--- src/design/flash_defs.svh ---
// Purpose: constants of the flash program/erase control block
// Assumes: included by its bare name
// Notes:   byte addresses as the cpu sees them
`ifndef FLASH_DEFS_SVH
`define FLASH_DEFS_SVH

`define FLASH_MODE_ADDR      16'hFF80
`define FLASH_GAP_ADDR       16'hFF81
`define FLASH_LARGE_ADDR     16'hFF82
`define FLASH_SMALL_ADDR     16'hFF83
`define FLASH_REG_BASE       14'h3FE0

`define FLASH_MODE_RESET     8'h00
`define FLASH_LARGE_RESET    8'hF0
`define FLASH_SMALL_RESET    8'h00
`define FLASH_ABSENT_READ    8'hFF
`define FLASH_LARGE_RSVD     4'hF

`define FLASH_BIT_SUPPLY     7
`define FLASH_BIT_EV         3
`define FLASH_BIT_PV         2
`define FLASH_BIT_E          1
`define FLASH_BIT_P          0

`define FLASH_TOP_32K        16'h7FFF
`define FLASH_TOP_24K        16'h5FFF
`define FLASH_TOP_16K        16'h3FFF
`define FLASH_MASK_32K       4'hF
`define FLASH_MASK_24K       4'h7
`define FLASH_MASK_16K       4'h3

`define FLASH_SMALL_AREA_TOP 16'h0FFF
`define FLASH_LARGE0_TOP     16'h1FFF

`endif

--- src/design/flash_pkg.sv ---
// Purpose: types of the flash program/erase control block
// Assumes: used as flash_pkg::name, never imported
// Notes:   constants live in flash_defs.svh
package flash_pkg;

    typedef enum logic [2:0] {
        MODE_READ,
        MODE_PROGRAM,
        MODE_PROGRAM_VERIFY,
        MODE_ERASE,
        MODE_ERASE_VERIFY,
        MODE_PREWRITE_VERIFY
    } flash_mode_t;

    typedef enum logic {
        BUS_IDLE,
        BUS_SECOND
    } bus_state_t;

endpackage : flash_pkg

--- src/design/flash_block_decode.sv ---
// Purpose: tells whether an array address lies in a selected erase block
// Assumes: selects already masked for the size variant
// Notes:   purely combinational
`timescale 1ns/1ps
`default_nettype none
`include "flash_defs.svh"

module flash_block_decode (
    input  wire logic [15:0] addr,
    input  wire logic [3:0]  large_sel,
    input  wire logic [7:0]  small_sel,
    output logic             in_selected
);
    logic [2:0] small_idx;
    logic [1:0] large_idx;

    always_comb begin
        // 4 x 128 byte, one 512 byte, then 1 kbyte blocks
        if (addr[11:10] != 2'b00) begin
            // 1 kbyte blocks follow the 512 byte one: indices 5 to 7
            small_idx = 3'h4 + {1'b0, addr[11:10]};
        end else if (addr[9]) begin
            small_idx = 3'h4;
        end else begin
            small_idx = {1'b0, addr[8:7]};
        end
        // 4 kbyte block 0, then 8 kbyte blocks
        if (addr <= `FLASH_LARGE0_TOP) begin
            large_idx = 2'h0;
        end else begin
            large_idx = addr[14:13];
        end
        if (addr <= `FLASH_SMALL_AREA_TOP) begin
            in_selected = small_sel[small_idx];
        end else begin
            in_selected = large_sel[large_idx];
        end
    end

endmodule : flash_block_decode
`default_nettype wire

--- src/design/flash_array_port.sv ---
// Purpose: cpu side of the flash cell array, one word wide
// Assumes: array_rdata is valid in the cycle array_addr is presented
// Notes:   data is latched at the accept edge so the answer comes from a flop
`timescale 1ns/1ps
`default_nettype none

module flash_array_port (
    input  wire logic        clk,
    input  wire logic        rst_n,
    input  wire logic        ce,
    input  wire logic        start,
    input  wire logic        wr,
    input  wire logic        prog_ok,
    input  wire logic [15:0] addr,
    input  wire logic [15:0] wdata,
    input  wire logic [15:0] array_rdata,
    output logic [14:0]      array_addr,
    output logic             array_re,
    output logic             array_we,
    output logic [15:0]      array_wdata,
    output logic [15:0]      rdata
);
    assign array_addr  = addr[15:1];
    assign array_re    = start && !wr;
    // only program mode into a selected block reaches the cells
    assign array_we    = start && wr && prog_ok;
    assign array_wdata = wdata;

    always_ff @(posedge clk or negedge rst_n) begin
        if (!rst_n) begin
            rdata <= 16'h0000;
        end else if (ce && array_re) begin
            rdata <= array_rdata;
        end
    end

endmodule : flash_array_port
`default_nettype wire

--- src/design/flash_program_erase_control.sv ---
// Purpose: flash mode control and erase block selection behind the cpu bus
// Assumes: one cpu access at a time; inputs synchronous to clk
// Notes:   every access takes two states: accept, then answer
//
// Function
// - array spans zero up to 7FFF, 5FFF or 3FFF by size variant.
// - array reads are 16 bits wide and finish in two states.
// - without 12 V, FF80-FF83 ignore writes and read FF.
// - mode control clears on reset, low power and missing 12 V.
// - with 12 V at reset, mode control reads 80.
// - mode bit 7 is read-only and shows the 12 V supply.
// - mode bit 3 enters or leaves erase-verify.
// - mode bit 2 enters or leaves program-verify.
// - mode bit 1 starts or ends erase on selected blocks.
// - mode bit 0 starts or ends program mode.
// - large-block select forces to F0 on reset, low power, no 12 V.
// - large-block bits 3..0 select their block when one.
// - large-block bits 7..4 read one and ignore writes.
// - missing large blocks of smaller variants have dead select bits.
// - five modes: program, both verifies, erase, prewrite-verify.
// - eight small-block bits; register clears like mode control.
// - large and small block address map as laid out.
`timescale 1ns/1ps
`default_nettype none
`include "flash_defs.svh"

module flash_program_erase_control #(
    parameter int SIZE_KB = 32
) (
    input  wire logic        clk,
    input  wire logic        rst_n,
    input  wire logic        ce,
    input  wire logic        prog_supply_pin,
    input  wire logic        low_power,
    input  wire logic        prewrite_req,
    input  wire logic        bus_req,
    input  wire logic        bus_we,
    input  wire logic        bus_word,
    input  wire logic [15:0] bus_addr,
    input  wire logic [15:0] bus_wdata,
    output logic             bus_ack,
    output logic [15:0]      bus_rdata,
    output logic [14:0]      array_addr,
    input  wire logic [15:0] array_rdata,
    output logic             array_re,
    output logic             array_we,
    output logic [15:0]      array_wdata,
    output flash_pkg::flash_mode_t flash_mode,
    output logic [3:0]       large_block_sel,
    output logic [7:0]       small_block_sel
);

    localparam logic [15:0] ARRAY_TOP =
        (SIZE_KB == 16) ? `FLASH_TOP_16K :
        (SIZE_KB == 24) ? `FLASH_TOP_24K : `FLASH_TOP_32K;
    localparam logic [3:0] LARGE_MASK =
        (SIZE_KB == 16) ? `FLASH_MASK_16K :
        (SIZE_KB == 24) ? `FLASH_MASK_24K : `FLASH_MASK_32K;

    flash_pkg::bus_state_t state;
    flash_pkg::bus_state_t next_state;

    logic [3:0]  mode_bits;
    logic [3:0]  large_bits;
    logic [7:0]  small_bits;
    logic        supply_ok;
    logic        force_clear;
    logic        accept;
    logic        reg_hit;
    logic        array_hit;
    logic        in_selected;
    logic        is_reg;
    logic        is_array;
    logic        use_array;
    logic [15:0] reg_rdata;
    logic [15:0] array_data;
    logic [15:0] next_reg_rdata;
    logic [15:0] odd_addr;
    logic        bus_word_q;
    logic        odd_q;

    assign supply_ok   = prog_supply_pin;
    // low power and a missing supply hold the registers at their reset values
    assign force_clear = low_power || !supply_ok;
    assign accept      = ce && bus_req && (state == flash_pkg::BUS_IDLE);
    assign odd_addr    = {bus_addr[15:1], 1'b1};

    function automatic logic in_regs(input logic [15:0] a);
        in_regs = (a[15:2] == `FLASH_REG_BASE);
    endfunction : in_regs

    function automatic logic in_array(input logic [15:0] a);
        in_array = (a <= ARRAY_TOP);
    endfunction : in_array

    // read view of one register byte
    function automatic logic [7:0] reg_byte(input logic [15:0] a);
        if (!supply_ok) begin
            reg_byte = `FLASH_ABSENT_READ;
        end else begin
            unique case (a)
                `FLASH_MODE_ADDR:
                    // supply flag live, so reset with 12 V reads 80
                    reg_byte = {supply_ok, 3'b000, mode_bits};
                `FLASH_LARGE_ADDR:
                    reg_byte = {`FLASH_LARGE_RSVD, large_bits};
                `FLASH_SMALL_ADDR:
                    reg_byte = small_bits;
                default:
                    reg_byte = `FLASH_ABSENT_READ;
            endcase
        end
    endfunction : reg_byte

    // does this write land on register byte r
    function automatic logic wr_hits(input logic [15:0] r);
        wr_hits = accept && bus_we && supply_ok &&
                  ((bus_addr == r) || (bus_word && odd_addr == r));
    endfunction : wr_hits

    // byte lane a written register takes; word writes put the even byte high
    function automatic logic [7:0] wr_byte(input logic [15:0] r);
        if (bus_word && r[0]) begin
            wr_byte = bus_wdata[7:0];
        end else if (bus_word) begin
            wr_byte = bus_wdata[15:8];
        end else begin
            wr_byte = bus_wdata[7:0];
        end
    endfunction : wr_byte

    assign reg_hit   = in_regs(bus_addr);
    assign array_hit = in_array(bus_addr);

    // bus sequencing: accept state, then answer state
    always_comb begin
        next_state = state;
        unique case (state)
            flash_pkg::BUS_IDLE:
                if (accept) begin
                    next_state = flash_pkg::BUS_SECOND;
                end
            flash_pkg::BUS_SECOND:
                next_state = flash_pkg::BUS_IDLE;
        endcase
    end

    always_ff @(posedge clk or negedge rst_n) begin
        if (!rst_n) begin
            state <= flash_pkg::BUS_IDLE;
        end else if (ce) begin
            state <= next_state;
        end
    end

    assign bus_ack = ce && (state == flash_pkg::BUS_SECOND);

    // mode control; bits 6..4 have no storage
    always_ff @(posedge clk or negedge rst_n) begin
        if (!rst_n) begin
            mode_bits <= 4'(`FLASH_MODE_RESET);
        end else if (ce) begin
            if (force_clear) begin
                mode_bits <= 4'h0;
            end else if (wr_hits(`FLASH_MODE_ADDR)) begin
                mode_bits <= 4'(wr_byte(`FLASH_MODE_ADDR));
            end
        end
    end

    always_ff @(posedge clk or negedge rst_n) begin
        if (!rst_n) begin
            large_bits <= 4'(`FLASH_LARGE_RESET);
        end else if (ce) begin
            if (force_clear) begin
                large_bits <= 4'h0;
            end else if (wr_hits(`FLASH_LARGE_ADDR)) begin
                large_bits <= 4'(wr_byte(`FLASH_LARGE_ADDR));
            end
        end
    end

    always_ff @(posedge clk or negedge rst_n) begin
        if (!rst_n) begin
            small_bits <= `FLASH_SMALL_RESET;
        end else if (ce) begin
            if (force_clear) begin
                small_bits <= `FLASH_SMALL_RESET;
            end else if (wr_hits(`FLASH_SMALL_ADDR)) begin
                small_bits <= wr_byte(`FLASH_SMALL_ADDR);
            end
        end
    end

    // bits for blocks the variant lacks never reach the array
    assign large_block_sel = large_bits & LARGE_MASK;
    assign small_block_sel = small_bits;

    // two bits set at once is a software fault; erase is the safest winner
    // because it cannot corrupt a byte by programming it
    always_comb begin
        if (mode_bits[`FLASH_BIT_E]) begin
            flash_mode = flash_pkg::MODE_ERASE;
        end else if (mode_bits[`FLASH_BIT_P]) begin
            flash_mode = flash_pkg::MODE_PROGRAM;
        end else if (mode_bits[`FLASH_BIT_EV]) begin
            flash_mode = flash_pkg::MODE_ERASE_VERIFY;
        end else if (mode_bits[`FLASH_BIT_PV] && prewrite_req) begin
            flash_mode = flash_pkg::MODE_PREWRITE_VERIFY;
        end else if (mode_bits[`FLASH_BIT_PV]) begin
            flash_mode = flash_pkg::MODE_PROGRAM_VERIFY;
        end else begin
            flash_mode = flash_pkg::MODE_READ;
        end
    end

    flash_block_decode u_decode (
        .addr        (bus_addr),
        .large_sel   (large_block_sel),
        .small_sel   (small_block_sel),
        .in_selected (in_selected)
    );

    flash_array_port u_array (
        .clk         (clk),
        .rst_n       (rst_n),
        .ce          (ce),
        .start       (accept && array_hit),
        .wr          (bus_we),
        .prog_ok     (flash_mode == flash_pkg::MODE_PROGRAM && in_selected),
        .addr        (bus_addr),
        .wdata       (bus_wdata),
        .array_rdata (array_rdata),
        .array_addr  (array_addr),
        .array_re    (array_re),
        .array_we    (array_we),
        .array_wdata (array_wdata),
        .rdata       (array_data)
    );

    // register read data is latched at accept, like the array data
    always_comb begin
        if (bus_word) begin
            next_reg_rdata = {reg_byte(bus_addr), reg_byte(odd_addr)};
        end else begin
            next_reg_rdata = {reg_byte(bus_addr), reg_byte(bus_addr)};
        end
    end

    always_ff @(posedge clk or negedge rst_n) begin
        if (!rst_n) begin
            reg_rdata <= 16'h0000;
            is_reg    <= 1'b0;
            is_array  <= 1'b0;
            use_array <= 1'b0;
        end else if (accept) begin
            reg_rdata <= next_reg_rdata;
            is_reg    <= reg_hit;
            is_array  <= array_hit;
            use_array <= array_hit && !bus_we;
        end
    end

    // byte reads of the array give the addressed byte on both lanes
    always_comb begin
        if (use_array && !bus_word_q) begin
            bus_rdata = odd_q ? {2{array_data[7:0]}}
                              : {2{array_data[15:8]}};
        end else if (use_array) begin
            bus_rdata = array_data;
        end else if (is_reg) begin
            bus_rdata = reg_rdata;
        end else begin
            bus_rdata = 16'hFFFF;
        end
    end

    always_ff @(posedge clk or negedge rst_n) begin
        if (!rst_n) begin
            bus_word_q <= 1'b0;
            odd_q      <= 1'b0;
        end else if (accept) begin
            bus_word_q <= bus_word;
            odd_q      <= bus_addr[0];
        end
    end

    property p_answer_two_states;
        @(posedge clk) disable iff (!rst_n)
        accept |=> (state == flash_pkg::BUS_SECOND);
    endproperty
    a_answer_two_states: assert property (p_answer_two_states)
        else $error("access not answered in its second state");

    property p_absent_reads_ff;
        @(posedge clk) disable iff (!rst_n)
        (accept && reg_hit && !supply_ok && !bus_we)
            |=> (bus_rdata == 16'hFFFF);
    endproperty
    a_absent_reads_ff: assert property (p_absent_reads_ff)
        else $error("register read without supply not all ones");

    property p_absent_no_write;
        @(posedge clk) disable iff (!rst_n)
        (!supply_ok && ce) |=> (mode_bits == 4'h0 && small_bits == 8'h00);
    endproperty
    a_absent_no_write: assert property (p_absent_no_write)
        else $error("registers not held clear without supply");

    property p_low_power_clear;
        @(posedge clk) disable iff (!rst_n)
        (low_power && ce) |=> (large_bits == 4'h0 &&
                               flash_mode == flash_pkg::MODE_READ);
    endproperty
    a_low_power_clear: assert property (p_low_power_clear)
        else $error("low power did not clear selection and mode");

    property p_supply_flag;
        @(posedge clk) disable iff (!rst_n)
        (accept && supply_ok && bus_addr == `FLASH_MODE_ADDR && !bus_we)
            |=> (bus_rdata[15:12] == 4'h8);
    endproperty
    a_supply_flag: assert property (p_supply_flag)
        else $error("mode read does not show supply flag");

    property p_erase_start;
        @(posedge clk) disable iff (!rst_n)
        (wr_hits(`FLASH_MODE_ADDR) && !low_power && !bus_word &&
         bus_wdata[7:0] == 8'h02)
            |=> (flash_mode == flash_pkg::MODE_ERASE) [*1] ##1 1'b1;
    endproperty
    a_erase_start: assert property (p_erase_start)
        else $error("erase bit write did not enter erase mode");

    property p_dead_block_bits;
        @(posedge clk) disable iff (!rst_n)
        (large_block_sel & ~LARGE_MASK) == 4'h0;
    endproperty
    a_dead_block_bits: assert property (p_dead_block_bits)
        else $error("select of missing large block is live");

    property p_reserved_ones;
        @(posedge clk) disable iff (!rst_n)
        (accept && bus_addr == `FLASH_LARGE_ADDR && !bus_we && !bus_word)
            |=> (bus_rdata[15:12] == 4'hF);
    endproperty
    a_reserved_ones: assert property (p_reserved_ones)
        else $error("reserved large-block bits do not read one");

    property p_array_range;
        @(posedge clk) disable iff (!rst_n)
        (array_re || array_we) |-> ({array_addr, 1'b1} <= ARRAY_TOP);
    endproperty
    a_array_range: assert property (p_array_range)
        else $error("array access beyond the variant top");

    property p_program_write;
        @(posedge clk) disable iff (!rst_n)
        array_we |-> (flash_mode == flash_pkg::MODE_PROGRAM && in_selected);
    endproperty
    a_program_write: assert property (p_program_write)
        else $error("array write outside program mode or block");

endmodule : flash_program_erase_control
`default_nettype wire

--- config.mk ---
export PLATFORM = sky130hd
export DESIGN_NAME = flash_program_erase_control
export DESIGN_NICKNAME = d
export VERILOG_FILES = /design/src/design/flash_pkg.sv /design/src/design/flash_block_decode.sv /design/src/design/flash_array_port.sv /design/src/design/flash_program_erase_control.sv
export VERILOG_INCLUDE_DIRS = /design/src /design/src/design
export SDC_FILE = /design/constraint.sdc
export NUM_CORES = 1
export LEC_CHECK = 0
export ABC_AREA = 1
export BUFFER_PORTS_ARGS = -buffer_cell sky130_fd_sc_hd__buf_2
export CORE_AREA = 2 2 90 92
export DETAILED_ROUTE_END_ITERATION = 8
export DIE_AREA = 0 0 92 94
export PLACE_DENSITY = 0.73
export SETUP_SLACK_MARGIN = 0.4
export SYNTH_ARGS = -nofsm -noshare
export SYNTH_HDL_FRONTEND = slang
export SYNTH_SLANG_ARGS = --single-unit
export TNS_END_PERCENT = 100
--- constraint.sdc ---
create_clock -name clk -period 1.3 [get_ports clk]
set_input_delay 0.195 -clock clk [delete_from_list [all_inputs] [get_ports clk]]
set_output_delay 0.195 -clock clk [all_outputs]
set_load 0.02 [all_outputs]
==> metrics.txt <==
# TYPE chip_impl_metric gauge
chip_impl_metric{name="finalCriticalPeriod",unit="ns"} 1.728
chip_impl_metric{name="upper_clock_frequency_limit",unit="MHz"} 578.6
chip_impl_metric{name="grt_first_pass_wirelength",unit="µm"} 17240
chip_impl_metric{name="clkTransAtPathRegs",unit="ns"} 0.11
chip_impl_info{name="cts_root_buf",value="clkbuf_8"} 1
chip_impl_metric{name="area.growth.synth_to_final",unit="%"} 68.88
chip_impl_info{name="path_cells",value="inv_2 > nand3_4 > inv_4 > nand2_4 > inv_4 > nand3_2 > nor2_2 > nand2_2 > inv_2 > buf_6"} 1
chip_impl_metric{name="synth_fp_nets",unit=""} 533
chip_impl_metric{name="internal-power",unit="µW"} 3297
chip_impl_info{name="cts_tree",value="built"} 1
chip_impl_metric{name="report.final.slew_viol_count",unit=""} 0
chip_impl_metric{name="avgSynthCellArea",unit="µm²"} 7.071
chip_impl_metric{name="post_dp_cell_area",unit="µm²"} 4367
chip_impl_metric{name="place_congestion",unit=""} 0.8832
chip_impl_metric{name="seq_power_share",unit=""} 0.395
chip_impl_metric{name="cpPeakStageDelay",unit="ns"} 0.41
chip_impl_metric{name="initial_core_util",unit=""} 0.4424
chip_impl_metric{name="detail_route.wl_per_cell",unit="µm"} 15.73
chip_impl_metric{name="max-cap-violations",unit=""} 0
chip_impl_info{name="topRoutingLayerUsed",value="met4"} 1
chip_impl_info{name="rsz_0062_raised_after_global_routing",value="true"} 1
chip_impl_metric{name="transition_time_of_the_tightest_slew_check_pin",unit="ns"} 0.4081
chip_impl_metric{name="drt-vias-per-instance",unit=""} 5.213
chip_impl_metric{name="yosysSeqAreaShare",unit=""} 0.3941
chip_impl_metric{name="grt_overflow",unit=""} 0
chip_impl_metric{name="dp_hpwl",unit="µm"} 7533
chip_impl_metric{name="numClockSinks",unit=""} 53
chip_impl_metric{name="num-fill-cells",unit=""} 530
chip_impl_metric{name="synth_cell_types",unit=""} 31
chip_impl_metric{name="vias",unit=""} 3910
chip_impl_metric{name="yosys_register_bits",unit=""} 53
chip_impl_metric{name="drive_above_1_share",unit=""} 0.5556
chip_impl_metric{name="syn_inst",unit=""} 476
chip_impl_metric{name="num-nets-final",unit=""} 704
chip_impl_metric{name="chipHeight",unit="µm"} 94
chip_impl_info{name="critical-path-slowest-cell",value="dfrtp_1"} 1
chip_impl_info{name="postSynth.topFlopCell",value="dfrtp_1"} 1
chip_impl_metric{name="hold_slack",unit="ns"} 0.05797
chip_impl_metric{name="period_share",unit=""} 1.329
chip_impl_metric{name="remaining_number_of_nets_flagged_by_the_antenna_check_after_routing",unit=""} 0
chip_impl_metric{name="drt_pre_antenna_iters",unit=""} 4
chip_impl_metric{name="critical_path.n_buffers_inverters",unit=""} 5
chip_impl_metric{name="clock_power_share",unit=""} 0.184
chip_impl_metric{name="die_area",unit="µm²"} 8648
chip_impl_metric{name="io_pins",unit=""} 122
chip_impl_metric{name="maxSlewHeadroom",unit=""} 0.7254
chip_impl_metric{name="grt_max_degree",unit=""} 54
chip_impl_metric{name="synth.yosys.warnings",unit=""} 0
chip_impl_metric{name="clock_tree.htree_level_count",unit=""} 2
chip_impl_metric{name="power.switching_fraction",unit=""} 0.3819
chip_impl_metric{name="dr_wl_met2",unit="µm"} 6343
chip_impl_metric{name="synth-async-reset-ratio",unit=""} 1.000
chip_impl_metric{name="finClkSkew",unit="ns"} 0.007711
chip_impl_metric{name="postLayoutCellArea",unit="µm²"} 5684
chip_impl_metric{name="data_arrival_critical_path",unit="ns"} 1.53
chip_impl_metric{name="worst-endpoint-required",unit="ns"} 1.11
chip_impl_metric{name="cts_max_path_buffers",unit=""} 2
chip_impl_metric{name="fp.coreArea",unit="µm²"} 7607
chip_impl_metric{name="io_buffer_count",unit=""} 113
chip_impl_metric{name="routed_wl",unit="µm"} 11800
chip_impl_metric{name="grt_util_all_layers",unit=""} 0.2538
chip_impl_metric{name="routed-wl-met3",unit="µm"} 794
chip_impl_metric{name="synth-edff-count",unit=""} 0
chip_impl_info{name="timing.critical_path.from_type",value="flop"} 1
chip_impl_metric{name="tritoncts.num_buffers",unit=""} 5
chip_impl_metric{name="chipWidth",unit="µm"} 92
chip_impl_metric{name="drc",unit=""} 0
chip_impl_metric{name="p_comb_frac",unit=""} 0.422
chip_impl_metric{name="timing.critical_path.fanout_max",unit=""} 2
chip_impl_metric{name="worstSkewPairLatency",unit="ns"} 0.32
chip_impl_metric{name="rows",unit=""} 32
chip_impl_metric{name="power_leakage",unit="µW"} 0.002729
chip_impl_metric{name="worst_ir_drop_vdd",unit="mV"} 0.4793
chip_impl_info{name="worst_hold_path_type",value="in2reg"} 1
chip_impl_metric{name="first_global_vias",unit=""} 3637
chip_impl_metric{name="finalHoldViolCount",unit=""} 0
chip_impl_metric{name="initial_antenna_violation_count",unit=""} 0
chip_impl_info{name="outcome",value="finished with violations"} 1
chip_impl_metric{name="layout_setup_ws",unit="ns"} -0.4283
chip_impl_metric{name="p_per_area",unit="nW/µm²"} 938.5
chip_impl_info{name="violated_checks",value="negative setup slack"} 1
chip_impl_info{name="crit_path_end_kind",value="primary output"} 1
chip_impl_metric{name="finalSetupViolations",unit=""} 67
chip_impl_metric{name="m1WireLength",unit="µm"} 4420
chip_impl_metric{name="p_sw",unit="µW"} 2037
chip_impl_metric{name="antenna_cells_inserted",unit=""} 0
chip_impl_metric{name="drtIter0Drc",unit=""} 166
chip_impl_info{name="cpLargestDelayFamily",value="simple AND/OR/NAND/NOR gates"} 1
chip_impl_info{name="crit_type",value="reg2out"} 1
chip_impl_metric{name="synthesis.area",unit="µm²"} 3366
chip_impl_metric{name="place_ws",unit="ns"} -0.2198
[Yosys cell counts, types with 2 or more instances]
cell	instances	area (µm²)
o21ai_2	8	70.07
inv_1	36	135.1
clkbuf_1	6	22.52
a21oi_1	16	80.08
nand3_1	51	255.2
nand2_2	5	31.28
o21ai_0	32	160.2
inv_2	6	22.52
nor2_2	3	18.77
clkinv_1	2	7.510
nor3_2	2	20.02
nor2_1	38	142.6
nor4_1	2	12.51
a31oi_1	4	25.02
buf_4	34	255.2
o21ai_1	14	70.07
o211ai_1	11	82.58
nand2_1	141	529.3
dfrtp_1	53	1326
[metal layers]
| metal | vias to the layer above | GRT usage |
|---|---|---|
| met3 | 20 | 0.04575 |
| li1 | 1879 | - |
| met5 | - | 0 |
| met4 | 0 | 0.07836 |
| met1 | 1861 | 0.3049 |
| met2 | 150 | 0.4620 |
[per-stage QoR]
step                      cells  total power, µW    util  setup TNS [ns]
after floorplan             476             3107       -               0
after global routing        750             5579  0.7472          -20.36
after detailed placement    705             3726  0.5740          -4.833
final                       750             5335  0.7472          -16.61
after CTS                   732             5082  0.6882          -10.76
after global placement      705             3685  0.5740          -3.055
[layout make-up]
cell class,instances,area (µm²),area share
repair buffers,206,1760,0.3097
clock inverters,2,15.01,0.002641
clock buffers,6,72.57,0.01277
flip-flops and latches,53,1329,0.2338
inverters,44,197.7,0.03478
well taps,102,127.6,0.02245
multi-input cells,337,2182,0.3839
[power groups by stage]
stage | combinational [µW] | sequential, µW | clock [µW]
6_report | 2250 | 2110 | 980
4_1_cts | 2030 | 2090 | 970
3_3_place_gp | 1590 | 2100 | 0
5_1_grt | 2420 | 2130 | 1040
3_5_place_dp | 1620 | 2100 | 0
2_1_floorplan | 1020 | 2090 | 0
[final timing paths]
| check | startpoint | slack (ns) | cells after the start | to |
|---|---|---|---|---|
| max | state$_DFFE_PN0P_ | -0.43 | 10 | array_we |
| min | array_rdata[0] | 0.06 | 3 | u_array.rdata[0]$_DFFE_PN0P_ |
| max reg2reg | state$_DFFE_PN0P_ | -0.35 | 9 | u_array.rdata[5]$_DFFE_PN0P_ |
| min reg2reg | reg_rdata[12]$_DFFE_PN0N_ | 0.49 | 2 | reg_rdata[12]$_DFFE_PN0N_ |
| max in group asynchronous | rst_n | 0.64 | 3 | mode_bits[0]$_DFFE_PN0P_ |
| min in group asynchronous | rst_n | 0.39 | 3 | u_array.rdata[5]$_DFFE_PN0P_ |
[worst register-to-register path, cell delays in order, from the launching register on]
cell	delay (ns)
dfrtp_1	0.41
inv_2	0.09
nand3_4	0.08
buf_6	0.13
buf_8	0.13
nor3_4	0.21
buf_6	0.20
buf_6	0.13
buf_16	0.12
o21ai_2	0.05
[kinds of logic (layout without fill, tap and decap cells)]
group                  Yosys count  after routing  synth area share
AND/OR/NAND/NOR                247            248            0.3138
flip-flops                      53             53            0.3941
buffers and inverters           87            258            0.1375
AO/OA/AOI/OAI                   89             89            0.1547
[layout by cell type (no fill, tap or decap), types with 17 or more instances in the layout]
master   netlist  routed
buf_2          1      79
o21ai_2        8      25
dfrtp_1       53      51
nor2_1        38      24
inv_1         36      26
nand2_2        5      35
buf_4         34      59
nand2_1      141      92
buf_6          1      53
o21ai_1       14      17
nand3_1       51      33
[repair_timing]
item | in CTS | in global routing
pin swaps | 30 | 22
hold buffers | 1 | 0
endpoints found under the setup margin | 87 | 87
endpoints found under the hold margin | 53 | 0
resized for setup | 169 | 75
buffers inserted | 13 | 15
gates cloned | 5 | 3
Power figures use the tool's default switching activity.
